**config.mk**
```make
export PLATFORM = sky130hd
export DESIGN_NAME = dlc_display
export DESIGN_NICKNAME = d
export VERILOG_FILES = /design/src/logic/dlc_pkg.sv /design/src/logic/dlc_flash_gen.sv /design/src/logic/dlc_display.sv
export SDC_FILE = /design/constraint.sdc
export NUM_CORES = 1
export LEC_CHECK = 0
export ABC_AREA = 1
export BUFFER_PORTS_ARGS = -buffer_cell sky130_fd_sc_hd__buf_2
export CORE_MARGIN = 2
export CORE_UTILIZATION = 25
export CTS_BUF_LIST = sky130_fd_sc_hd__clkbuf_4
export DETAILED_ROUTE_END_ITERATION = 16
export PLACE_DENSITY = 0.45
export SYNTH_ARGS = -nofsm -noshare
export SYNTH_HDL_FRONTEND = slang
export SYNTH_SLANG_ARGS = --single-unit
export TNS_END_PERCENT = 20
```
**constraint.sdc**
```tcl
create_clock -name clk -period 27.5 [get_ports clk]
set_clock_uncertainty 0.2 [all_clocks]
set_input_delay 8.25 -clock clk [delete_from_list [all_inputs] [get_ports clk]]
set_output_delay 8.25 -clock clk [all_outputs]
set_load 0.03 [all_outputs]
```
**src/logic/dlc_pkg.sv**
```systemverilog
`default_nettype none
package dlc_pkg;

  // ----------------------------------------------------------------
  // Timing
  // ----------------------------------------------------------------
  localparam int unsigned CLK_HZ           = 20_000_000;
  localparam int unsigned HOLD_SECONDS     = 60;
  localparam int unsigned SLOW_HALF_MS     = 500;
  localparam int unsigned FAST_HALF_MS     = 100;
  localparam int unsigned PAUSE_MS         = 2000;
  localparam int unsigned ASC_SECONDS      = 300;
  localparam int unsigned HOLD_CYCLES      = HOLD_SECONDS * CLK_HZ;
  localparam int unsigned SLOW_HALF_CYCLES = SLOW_HALF_MS * (CLK_HZ / 1000);
  localparam int unsigned FAST_HALF_CYCLES = FAST_HALF_MS * (CLK_HZ / 1000);
  localparam int unsigned PAUSE_CYCLES     = PAUSE_MS * (CLK_HZ / 1000);
  // Five minutes of clock cycles does not fit in 32 bits.
  localparam longint unsigned ASC_CYCLES   = 64'(ASC_SECONDS) * 64'(CLK_HZ);

  // ----------------------------------------------------------------
  // Codes
  // ----------------------------------------------------------------
  localparam int unsigned NUM_FAULTS = 8;
  localparam int unsigned IDX_W      = 3;
  localparam int unsigned CNT_W      = 4;

  // One LED of a pair: steady level, or a count of fast flashes then pause.
  typedef struct packed {
    logic             steady;
    logic [CNT_W-1:0] flashes;
  } dlc_led_code_type;

  typedef struct packed {
    dlc_led_code_type green;
    dlc_led_code_type red;
  } dlc_pair_code_type;

  typedef enum logic [1:0] {
    DLC_BLINK_OFF,
    DLC_BLINK_SLOW_SAME,
    DLC_BLINK_SLOW_ALT,
    DLC_BLINK_CODE
  } dlc_blink_type;

endpackage : dlc_pkg
`default_nettype wire

```
**src/logic/dlc_flash_gen.sv**
```systemverilog
`timescale 1ns/1ps
`default_nettype none
module dlc_flash_gen #(
  parameter int unsigned FAST_HALF = dlc_pkg::FAST_HALF_CYCLES,
  parameter int unsigned PAUSE     = dlc_pkg::PAUSE_CYCLES
) (
  input  wire logic                         clk,
  input  wire logic                         rstn,
  input  wire dlc_pkg::dlc_led_code_type    code,
  output logic                              led
);
  // ----------------------------------------------------------------
  // Fast flash count then pause
  // ----------------------------------------------------------------
  logic [31:0]              tmr_q;
  logic [dlc_pkg::CNT_W:0]  ph_q;
  logic                     end_w;
  logic                     last_w;

  assign end_w  = (tmr_q == 32'h0);
  // A code that shrinks mid-round ends the round when the current phase expires instead of wrapping.
  assign last_w = (ph_q >= {code.flashes, 1'b0});

  // Phases 0..2n-1 alternate off/on, odd ones lit; phase 2n is the pause.
  always_ff @(posedge clk) begin
    if (!rstn || code.flashes == '0) begin
      tmr_q <= 32'(FAST_HALF - 1);
      ph_q  <= '0;
      led   <= 1'b0;
    end else if (end_w) begin
      ph_q  <= last_w ? '0 : ph_q + 1'b1;
      tmr_q <= (ph_q == {code.flashes, 1'b0} - 1'b1) ? 32'(PAUSE - 1) : 32'(FAST_HALF - 1);
      led   <= !last_w && !ph_q[0];
    end else begin
      tmr_q <= tmr_q - 32'h1;
    end
  end
endmodule : dlc_flash_gen
`default_nettype wire

```
**src/logic/dlc_display.sv**
```systemverilog
`timescale 1ns/1ps
`default_nettype none
// How it works
// Active fault code overrides status pattern.
// Only newest active fault is shown.
// No fault: show operating status pattern.
// Stored code shown 60 s after power-up.
// Fault code clears when condition returns normal.
// Normal or standby: slow in-phase flash.
// Anti-short-cycle delay: slow alternating flash.
// Service jumper cuts anti-short-cycle delay short.
// Internal failure: both status LEDs steady on.
// Compressor LEDs only indicate, never control.
// Flash timing from parameterised cycle counts.
module dlc_display #(
  parameter int unsigned N          = dlc_pkg::NUM_FAULTS,
  parameter int unsigned HOLD       = dlc_pkg::HOLD_CYCLES,
  parameter longint unsigned ASC    = dlc_pkg::ASC_CYCLES,
  parameter int unsigned SLOW_HALF  = dlc_pkg::SLOW_HALF_CYCLES,
  parameter int unsigned FAST_HALF  = dlc_pkg::FAST_HALF_CYCLES,
  parameter int unsigned PAUSE      = dlc_pkg::PAUSE_CYCLES
) (
  input  wire logic                          clk,
  input  wire logic                          rstn,
  input  wire logic [N-1:0]                  fault_active,
  input  wire dlc_pkg::dlc_pair_code_type    fault_code [N],
  input  wire logic                          stored_valid,
  input  wire dlc_pkg::dlc_pair_code_type    stored_code,
  input  wire dlc_pkg::dlc_pair_code_type    status_code,
  input  wire logic                          status_valid,
  input  wire logic                          asc_start,
  input  wire logic                          service_override_jumper,
  input  wire logic                          internal_failure,
  input  wire dlc_pkg::dlc_pair_code_type    comp_code,
  output logic                               green_status_led,
  output logic                               red_status_led,
  output logic                               yellow_compressor_led,
  output logic                               red_compressor_led
);
  // ----------------------------------------------------------------
  // Newest active fault tracking
  // ----------------------------------------------------------------
  // Each fault keeps an age; a rising fault gets age zero, the rest age.
  // Saturating ages keep order until the newer of two faults has seen 15 later rises.
  logic [N-1:0]              prev_q;
  logic [N-1:0]              rise_w;
  logic [dlc_pkg::IDX_W:0]   age_q [N];
  logic                      any_fault_w;
  logic [dlc_pkg::IDX_W-1:0] newest_w;

  assign rise_w      = fault_active & ~prev_q;
  assign any_fault_w = |fault_active;

  generate
    for (genvar i = 0; i < N; i++) begin : g_age
      always_ff @(posedge clk) begin
        if (!rstn) begin
          age_q[i] <= '1;
        end else if (rise_w[i]) begin
          age_q[i] <= '0;
        end else if (|rise_w && age_q[i] != '1) begin
          age_q[i] <= age_q[i] + 1'b1;
        end
      end
    end
  endgenerate

  function automatic logic [dlc_pkg::IDX_W-1:0] pick_newest(
    input logic [N-1:0] act,
    input logic [dlc_pkg::IDX_W:0] ages [N]);
    logic [dlc_pkg::IDX_W-1:0] best;
    logic [dlc_pkg::IDX_W:0]   best_age;
    best     = '0;
    best_age = '1;
    for (int k = 0; k < N; k++) begin
      if (act[k] && ages[k] <= best_age) begin
        best     = dlc_pkg::IDX_W'(k);
        best_age = ages[k];
      end
    end
    return best;
  endfunction : pick_newest

  assign newest_w = pick_newest(fault_active, age_q);

  // ----------------------------------------------------------------
  // Power-up hold and anti-short-cycle timers
  // ----------------------------------------------------------------
  logic [31:0] hold_q;
  logic [63:0] asc_q;
  logic        hold_on_w;
  logic        asc_on_w;

  assign hold_on_w = stored_valid && hold_q != 32'h0;
  assign asc_on_w  = asc_q != 64'h0;

  always_ff @(posedge clk) begin
    prev_q <= rstn ? fault_active : '0;
    if (!rstn) begin
      hold_q <= 32'(HOLD);
      asc_q  <= 64'(ASC);
    end else begin
      hold_q <= hold_on_w ? hold_q - 32'h1 : 32'h0;
      if (service_override_jumper) begin
        asc_q <= 64'h0;
      end else if (asc_start) begin
        asc_q <= 64'(ASC);
      end else if (asc_on_w) begin
        asc_q <= asc_q - 64'h1;
      end
    end
  end

  // ----------------------------------------------------------------
  // Pattern selection
  // ----------------------------------------------------------------
  dlc_pkg::dlc_blink_type    mode_w;
  dlc_pkg::dlc_pair_code_type sel_w;

  // Live faults come first, so a stored code cannot mask a new one.
  assign sel_w  = any_fault_w ? fault_code[newest_w]
                : hold_on_w   ? stored_code
                :               status_code;
  assign mode_w = (internal_failure)             ? dlc_pkg::DLC_BLINK_CODE
                : (any_fault_w || hold_on_w)     ? dlc_pkg::DLC_BLINK_CODE
                : asc_on_w                       ? dlc_pkg::DLC_BLINK_SLOW_ALT
                : status_valid                   ? dlc_pkg::DLC_BLINK_CODE
                :                                  dlc_pkg::DLC_BLINK_SLOW_SAME;

  logic [31:0] slow_q;
  logic        slow_ph_q;
  logic        g_code_w;
  logic        r_code_w;
  logic        g_d;
  logic        r_d;

  always_ff @(posedge clk) begin
    if (!rstn || slow_q == 32'h0) begin
      slow_q    <= 32'(SLOW_HALF - 1);
      slow_ph_q <= rstn ? ~slow_ph_q : 1'b0;
    end else begin
      slow_q    <= slow_q - 32'h1;
    end
  end

  dlc_flash_gen #(.FAST_HALF(FAST_HALF), .PAUSE(PAUSE)) u_g (
    .clk  (clk),
    .rstn (rstn),
    .code (sel_w.green),
    .led  (g_code_w)
  );
  dlc_flash_gen #(.FAST_HALF(FAST_HALF), .PAUSE(PAUSE)) u_r (
    .clk  (clk),
    .rstn (rstn),
    .code (sel_w.red),
    .led  (r_code_w)
  );

  always_comb begin
    g_d = 1'b0;
    r_d = 1'b0;
    case (mode_w)
      dlc_pkg::DLC_BLINK_SLOW_SAME: begin
        g_d = slow_ph_q;
        r_d = slow_ph_q;
      end
      dlc_pkg::DLC_BLINK_SLOW_ALT: begin
        g_d = slow_ph_q;
        r_d = ~slow_ph_q;
      end
      dlc_pkg::DLC_BLINK_CODE: begin
        g_d = sel_w.green.steady | g_code_w;
        r_d = sel_w.red.steady | r_code_w;
      end
      default: begin
        g_d = 1'b0;
        r_d = 1'b0;
      end
    endcase
    if (internal_failure) begin
      g_d = 1'b1;
      r_d = 1'b1;
    end
  end

  // ----------------------------------------------------------------
  // Compressor pair: display only, no outputs besides LEDs
  // ----------------------------------------------------------------
  logic yc_w;
  logic rc_w;

  dlc_flash_gen #(.FAST_HALF(FAST_HALF), .PAUSE(PAUSE)) u_yc (
    .clk  (clk),
    .rstn (rstn),
    .code (comp_code.green),
    .led  (yc_w)
  );
  dlc_flash_gen #(.FAST_HALF(FAST_HALF), .PAUSE(PAUSE)) u_rc (
    .clk  (clk),
    .rstn (rstn),
    .code (comp_code.red),
    .led  (rc_w)
  );

  always_ff @(posedge clk) begin
    if (!rstn) begin
      green_status_led      <= 1'b0;
      red_status_led        <= 1'b0;
      yellow_compressor_led <= 1'b0;
      red_compressor_led    <= 1'b0;
    end else begin
      green_status_led      <= g_d;
      red_status_led        <= r_d;
      yellow_compressor_led <= comp_code.green.steady | yc_w;
      red_compressor_led    <= comp_code.red.steady | rc_w;
    end
  end

  // ----------------------------------------------------------------
  // Checks
  // ----------------------------------------------------------------
  a_fail_steady: assert property (@(posedge clk) disable iff (!rstn)
    internal_failure |=> green_status_led && red_status_led)
    else $error("Internal failure did not light both LEDs.");
  a_jumper_cuts: assert property (@(posedge clk) disable iff (!rstn)
    service_override_jumper |=> asc_q == 64'h0)
    else $error("Jumper did not end the delay.");
  a_alt_flash: assert property (@(posedge clk) disable iff (!rstn)
    (mode_w == dlc_pkg::DLC_BLINK_SLOW_ALT && !internal_failure)
      |=> green_status_led != red_status_led)
    else $error("Delay pattern not alternating.");
  a_same_flash: assert property (@(posedge clk) disable iff (!rstn)
    (mode_w == dlc_pkg::DLC_BLINK_SLOW_SAME && !internal_failure)
      |=> green_status_led == red_status_led)
    else $error("Normal pattern not in phase.");
  a_fault_wins: assert property (@(posedge clk) disable iff (!rstn)
    (any_fault_w && !internal_failure && fault_code[newest_w].red == '0)
      |=> !red_status_led)
    else $error("Fault code not shown.");
  a_newest_shown: assert property (@(posedge clk) disable iff (!rstn)
    (rise_w[0] && $stable(fault_active[N-1:1]) && fault_active[0])
      |=> (!fault_active[0] || |rise_w || newest_w == '0))
    else $error("Newest fault not selected.");
  a_hold_ends: assert property (@(posedge clk) disable iff (!rstn)
    (hold_q == 32'h1 && stored_valid) |=> !hold_on_w)
    else $error("Stored code held too long.");
  a_status_shown: assert property (@(posedge clk) disable iff (!rstn)
    (!any_fault_w && !hold_on_w && !asc_on_w && status_valid && !internal_failure
      && status_code.red.steady) |=> red_status_led)
    else $error("Status pattern not selected.");
  a_auto_clear: assert property (@(posedge clk) disable iff (!rstn)
    ($fell(any_fault_w) && !hold_on_w && !asc_on_w && status_valid && !internal_failure
      && status_code.red.steady) |=> red_status_led)
    else $error("Cleared fault still shown.");
  c_flash: cover property (@(posedge clk) disable iff (!rstn) $rose(yellow_compressor_led));
  c_fault: cover property (@(posedge clk) disable iff (!rstn) any_fault_w);
  c_asc: cover property (@(posedge clk) disable iff (!rstn) asc_on_w ##1 !asc_on_w);
  c_two: cover property (@(posedge clk) disable iff (!rstn) $countones(fault_active) > 1);
endmodule : dlc_display
`default_nettype wire

```
==> flow_summary.yaml, run 1 <==
detailed_routing:
  drc: 0
  firstDrtPassIters: 5
  via_per_inst: 4.373
  final_antenna_net_count: 0
  drt_iter0_drc: 983
  vias: 17690
  wl_per_cell_um: 13.35
  drt_wl_total_mm: 54.01
run:
  drv_cap: 0
synth:
  ys_async_sr_fraction: 0
  yosysSeqAreaShare: 0.3447
  ys_seq_elements: 321
  syn_inst: 2809
  avgSynthCellArea_um2: 6.647
  synth_warnings: 0
  synth_edf_count: 1
  synth_fp_nets: 2997
  synth.cell_area_um2: 18670
  ys.flop_type: "dfxtp_1"
  synth_cell_types: 56
die:
  fp-row-count: 100
  die_x_um: 277.3
  die_h_um: 277.3
  io_pins: 129
  core_area_um2: 74200
  die_area_um2: 76890
  initial_core_util: 0.2517
critical_path:
  start_kind: "input pin"
  crit_path_end: "u_r.tmr_q[10]"
  critPathArrivalTime_ns: 19.58
  critPathMaxFanout: 26
  ff2ff_setup_slack_ns: 15.73
  max_stage_delay_ns: 0.77
  reg2reg_depth: 78
  critical_path_class: "input pin to flop"
  worst_setup_path_end_kind: "flop"
  cpMaxStageDelayCell: "nand2_1"
  cp_common_cell: "nand2_1"
  r2r-end: "u_r.tmr_q[10]"
  critPathRequiredTime_ns: 28.02
  reg2reg_from: "age_q[28]"
  crit_start: "fault_active[0]"
timing:
  clock.fmax_ghz: 0.05247
  fin_setup_tns_ns: 0
  hold_viol_final: 0
  holdWs_ns: 0.1900
  fin_crit_ns: 19.06
  worst_pin_slew_ns: 1.055
  maxSlewHeadroom: 0.2952
  min_period_over_period: 0.6930
  slew_viol_final: 0
  final-setup-viol-count: 0
  rsz0062_at_grt: "false"
grt:
  grt_overflow: 0
  grt_pass1_wl_mm: 86.38
  grt_pass1_vias: 16790
  antenna_found_initial: 3
  grt_max_degree: 53
  grtUsageTotal: 0.1392
power_and_ir_drop:
  ir_drop_mv: 0.07034
  p_int_w: 0.0009943
  cellPowerDensity_nw_per_um2: 84.28
  power_leakage_nw: 10.07
  switching_share: 0.4532
  p_sw_w: 0.0008242
  power_frac_comb: 0.468
  clkPwrFrac: 0.257
  seq_power_share: 0.275
min_path:
  worstHoldPathType: "flop to flop"
  holdPathStages: 1
  hp-start: "u_yc.tmr_q[0]"
cts:
  clockBufferDepth: 3
  path_clk_slew_ns: 0.06
  htreeDepth: 3
  cts_tree: "done"
  cts_hold_buffers: 0
  post_cts_resized: 0
  post_cts_buffers: 0
  clock-root-buffer: "clkbuf_4"
  clock_latency_ns: 0.84
  cts.sinks: 321
  cts_buffers: 100
place:
  gp_congestion: 0.8239
  dp_hpwl_mm: 40.47
  dp_cells: 3864
  placed_area_um2: 20340
  portBuffers: 128
final_layout:
  num-fill-cells: 8342
  finalNetCount: 3185
  areaGrowthSynthToFinish_pct: 15.56
  layout.area.seq_um2: 6436
  multiInputGateArea_um2: 10260
  layout-drive-gt1-share: 0.1123
  finalInstanceArea_um2: 21580
  final_util: 0.2908
  layout.cells.non_filler: 4044
run_status:
  outcome: "completed"
[power by group through the flow]
stage | Clock, W | Combinational (W) | Sequential (W)
after floorplan | 0 | 0.000675 | 0.000509
after global placement | 0 | 0.000861 | 0.000511
after detailed placement | 0 | 0.000854 | 0.000510
after CTS | 0.000493 | 0.000858 | 0.000500
after global routing | 0.000518 | 0.000974 | 0.000503
final | 0.000466 | 0.000852 | 0.000500
[kinds of logic after synthesis]
logic type      Yosys count  synth area share
buf+inv                 511            0.1067
simple gates           1427            0.3339
fa+ha+maj                63           0.04222
xor+xnor                155           0.07271
compound gates          332           0.09978
flops                   321            0.3447
[Yosys cell counts (2+ instances only)]
cell type	n	area, µm²
a21boi_0	2	15.01
a21o_1	3	22.52
a21oi_1	105	525.5
a21oi_2	5	43.79
a31oi_1	5	31.28
and3_1	5	31.28
buf_1	2	7.510
buf_2	6	30.03
buf_4	5	37.54
buf_6	6	67.56
clkbuf_1	31	116.4
clkinv_1	4	15.01
dfxtp_1	320	6406
ha_1	63	788.3
inv_1	452	1697
inv_2	4	15.01
nand2_1	477	1790
nand2_2	14	87.58
nand2_4	5	56.30
nand3_1	210	1051
nand3_2	2	20.02
nand3b_1	17	127.6
nand4_1	47	294.0
nor2_1	487	1828
nor2_2	2	12.51
nor2_4	3	33.78
nor3_1	84	420.4
nor3b_1	8	60.06
nor4_1	36	225.2
nor4b_1	2	17.52
o211ai_1	11	82.58
o21a_1	5	37.54
o21ai_0	154	770.7
o21ai_1	4	20.02
o21bai_1	6	45.04
o221ai_1	3	26.28
o22ai_1	4	25.02
o31ai_1	15	112.6
o41ai_1	2	17.52
or2_1	2	12.51
or2_2	20	125.1
or3_1	2	12.51
or4_1	3	22.52
xnor2_1	66	578.1
xor2_1	89	779.5
[stage by stage]
step                setup WS, ns  total power, W
finish                     8.442        0.001819
global placement           7.667        0.001372
detailed placement         7.537        0.001364
global route               7.042        0.001995
floorplan                  10.05        0.001183
CTS                        8.453        0.001851
[layer usage]
| layer | track usage | vias up | part of all wire |
|---|---|---|---|
| li1 | - | 9426 | - |
| met1 | 0.1947 | 7820 | 0.51 |
| met2 | 0.2119 | 370 | 0.42 |
| met3 | 0.02847 | 70 | 0.051 |
| met4 | 0.04682 | 0 | 0.019 |
| met5 | 0 | - | 0 |
[worst max-delay path: cells and delay by family]
| kind | cells | cell delay [ns] |
|---|---|---|
| and+or+nand+nor | 44 | 5.79 |
| AOI/OAI and AO/OA | 14 | 1.96 |
| adders and majority gates | 8 | 2.39 |
| buffers and inverters | 15 | 1.17 |
[worst min-delay path by stage]
stage / to / slack [ns]
after CTS: u_yc.tmr_q[0] / 0.19
after global placement: u_yc.tmr_q[0] / 0.18
after floorplan: u_g.tmr_q[0] / 0.17
final: u_yc.tmr_q[0] / 0.19
after detailed placement: u_r.tmr_q[0] / 0.18
after global routing: u_g.tmr_q[0] / 0.20
[final cells by class]
| class | count | share of cell area |
|---|---|---|
| multi-input cells | 1977 | 0.4756 |
| flip-flops and latches | 321 | 0.2983 |
| clock buffers | 139 | 0.04836 |
| well taps | 969 | 0.05619 |
| inverters | 461 | 0.08031 |
| repair buffers | 136 | 0.03247 |
| clock inverters | 38 | 0.008466 |
| diodes | 3 | 0.0003479 |
[layout by cell type (no fill, tap or decap), types with 11 or more instances in the layout]
cell        n
nor2_1    487
o21ai_0   154
o211ai_1   11
a21oi_1   105
clkbuf_4  139
nand4_1    47
nor3_1     84
buf_2     128
nand2_1   477
xnor2_1    66
nand2_2    14
or2_2      20
nand3b_1   17
clkinv_1   35
ha_1       63
o31ai_1    15
nor4_1     34
nand3_1   209
xor2_1     89
dfxtp_1   320
inv_1     452
[flip-flops by register name, summed over array words and instances, names as in the netlist, 8 cells and up]
register / count
hold_q: 32
age_q: 32
u_r.tmr_q: 32
u_rc.tmr_q: 32
asc_q: 64
prev_q: 8
slow_q: 32
u_yc.tmr_q: 32
u_g.tmr_q: 32
No activity file was read; power rests on OpenSTA's default activity.
==> run 2: changes to the inputs <==
--- a/config.mk
+++ b/config.mk
@@ -5,13 +5,13 @@
 export SDC_FILE = /design/constraint.sdc
 export NUM_CORES = 1
 export LEC_CHECK = 0
-export ABC_AREA = 1
+export ABC_AREA = 0
 export BUFFER_PORTS_ARGS = -buffer_cell sky130_fd_sc_hd__buf_2
 export CORE_MARGIN = 2
 export CORE_UTILIZATION = 25
 export CTS_BUF_LIST = sky130_fd_sc_hd__clkbuf_4
 export DETAILED_ROUTE_END_ITERATION = 16
-export PLACE_DENSITY = 0.45
+export PLACE_DENSITY = 0.46
 export SYNTH_ARGS = -nofsm -noshare
 export SYNTH_HDL_FRONTEND = slang
 export SYNTH_SLANG_ARGS = --single-unit
==> constraint.sdc (replaced) <==
create_clock -name clk -period 15.9 [get_ports clk]
set_clock_uncertainty 0.2 [all_clocks]
set_input_delay 4.77 -clock clk [delete_from_list [all_inputs] [get_ports clk]]
set_output_delay 4.77 -clock clk [all_outputs]
set_load 0.03 [all_outputs]
==> run 2 against run 1 <==
Cell count shrank 20%; die area shrank 10%; combinational power grew to 2.9 times the previous value; total power grew 130%; clock-buffer cell count is the same; critical path type unchanged.
==> flow_summary.yaml, run 2 <==
final_layout:
  final_cell_mix: "dfxtp_1 (320), nor2_1 (241), xnor2_1 (172), nand2_1 (158), clkbuf_4 (139)"
  num-fill-cells: 7036
  largest_register: "asc_q"
  layout.area.seq_um2: 6436
  multiInputGateArea_um2: 10540
  layout-drive-gt1-share: 0.2357
  finalInstanceArea_um2: 21220
  largest_reg_flops: 64
  layout.cells.non_filler: 3227
  areaGrowthSynthToFinish_pct: 26.43
  layout.cells.most_common: "dfxtp_1"
  finalNetCount: 2471
die:
  fp-row-count: 95
  die_area_um2: 69230
  die_x_um: 263.1
  io_pins: 129
  core_area_um2: 66800
  initial_core_util: 0.2513
  die_h_um: 263.1
grt:
  grt_overflow: 0
  grt_pass1_wl_mm: 75.06
  grt_pass1_vias: 14940
  antenna_found_initial: 3
  grt_max_degree: 61
  grtUsageTotal: 0.1314
synth:
  syn_inst: 1988
  yosys-top-cells-count: "dfxtp_1 (320), nor2_1 (253), xnor2_1 (174)"
  yosysSeqAreaShare: 0.3834
  ys_async_sr_fraction: 0
  avgSynthCellArea_um2: 8.444
  synth_fp_nets: 2176
  synth.most_common_cell: "dfxtp_1"
  ys.flop_type: "dfxtp_1"
  synth_area_leaders: "dfxtp_1 (38%), xnor2_1 (9.1%), nor2_1 (5.7%), ha_1 (4.7%), xor2_1 (4.5%)"
  synth_cell_types: 84
  synth.cell_area_um2: 16790
  synth_area_leader_cell: "dfxtp_1"
  synth_warnings: 0
  yosysTopAreaCellShare: 0.3816
  synth_edf_count: 1
  ys_seq_elements: 321
cts:
  cts_tree: "done"
  clockBufferDepth: 3
  clock_latency_ns: 0.85
  cts_buffers: 98
  clock-root-buffer: "clkbuf_4"
  path_clk_slew_ns: 0.06
  htreeDepth: 3
  cts.sinks: 321
  cts_hold_buffers: 0
place:
  portBuffers: 128
  place_ws_ns: -0.9328
  placed_area_um2: 19280
  dp_hpwl_mm: 33.41
  gp_congestion: 0.8240
  dp_cells: 3030
timing:
  min_period_over_period: 0.9957
  fin_crit_ns: 15.83
  clock.fmax_ghz: 0.06316
  slew_viol_final: 0
  fin_setup_tns_ns: 0
  fin_ws_ns: 0.06759
  final-setup-viol-count: 0
  maxSlewHeadroom: 0.2888
  holdWs_ns: 0.1983
  worst_pin_slew_ns: 1.057
  hold_viol_final: 0
  rsz0062_at_grt: "true"
critical_path:
  start_kind: "input pin"
  cpMaxStageDelayCell: "a311o_2"
  critPathArrivalTime_ns: 16.33
  critPathMaxFanout: 6
  max_stage_delay_ns: 0.44
  worst_setup_path_end_kind: "flop"
  critPathRequiredTime_ns: 16.40
  critical_path_class: "input pin to flop"
detailed_routing:
  via_per_inst: 4.667
  firstDrtPassIters: 5
  drt_wl_total_mm: 46.83
  drt_iter0_drc: 590
  vias: 15060
  drc: 0
  wl_per_cell_um: 14.51
  final_antenna_net_count: 0
run:
  drv_cap: 0
min_path:
  worstHoldPathType: "flop to flop"
power_and_ir_drop:
  power_leakage_nw: 8.296
  cellPowerDensity_nw_per_um2: 195.8
  ir_drop_mv: 0.1538
run_status:
  outcome: "completed"
## run 2: cells by family after synthesis
| logic type | Yosys count | synth area share |
|---|---|---|
| compound gates | 327 | 0.1243 |
| xor+xnor | 261 | 0.1362 |
| fa+ha+maj | 64 | 0.04756 |
| buf+inv | 127 | 0.03123 |
| flops | 321 | 0.3834 |
| mux | 57 | 0.03511 |
| simple gates | 831 | 0.2422 |
## run 2: power by group
part | switching, W | total, W | internal, W
clock | 0.000378 | 0.000795 | 0.000418
sequential | 0.0000399 | 0.000880 | 0.000840
combinational | 0.00129 | 0.00248 | 0.00119
## run 2: routing by layer
| metal | up-vias | global-route usage | routed length, µm |
|---|---|---|---|
| met3 | 74 | 0.03208 | 2207 |
| met1 | 7065 | 0.1731 | 22940 |
| li1 | 7631 | - | - |
| met4 | 2 | 0.04386 | 865 |
| met2 | 290 | 0.2099 | 20800 |
| met5 | - | 0 | 13 |
## run 2: timing repair
| item | in CTS | in global routing |
|---|---|---|
| setup buffers | 2 | 22 |
| setup endpoints to repair | 13 | 74 |
| gates cloned | 0 | 2 |
| resized for setup | 3 | 100 |
| pin swaps | 1 | 62 |
## run 2: path summary, 6_finish.rpt
| path | startpoint | to | depth (start not counted) | slack (ns) |
|---|---|---|---|---|
| max | fault_active[0] | u_r.tmr_q[18] | 61 | 0.07 |
| min | slow_q[0] | slow_q[0] | 1 | 0.20 |
| max reg2reg | age_q[30] | u_r.tmr_q[18] | 61 | 3.73 |
| min reg2reg | slow_q[0] | slow_q[0] | 1 | 0.20 |
## run 2: per-stage QoR
| stage | total power [W] | utilization |
|---|---|---|
| 2_1_floorplan | 0.002202 | - |
| 3_3_place_gp | 0.002904 | 0.2887 |
| 3_5_place_dp | 0.002935 | 0.2887 |
| 4_1_cts | 0.003785 | 0.3070 |
| 5_1_grt | 0.004441 | 0.3176 |
| 6_report | 0.004156 | 0.3177 |
## run 2: layout make-up
type / count / area share
tap: 873 / 0.05147
antenna: 4 / 0.0004716
sequential: 321 / 0.3033
clock buffer: 139 / 0.04917
timing repair buffer: 254 / 0.07947
multi-input combinational: 1541 / 0.4967
inverter: 67 / 0.01185
clock inverter: 28 / 0.007605
## run 2: critical path: cells and delay by family
family / cells / cell delay, ns
simple gates: 17 / 2.65
compound gates: 21 / 3.88
buf+inv: 8 / 0.97
fa+ha+maj: 8 / 2.26
mux: 7 / 1.81
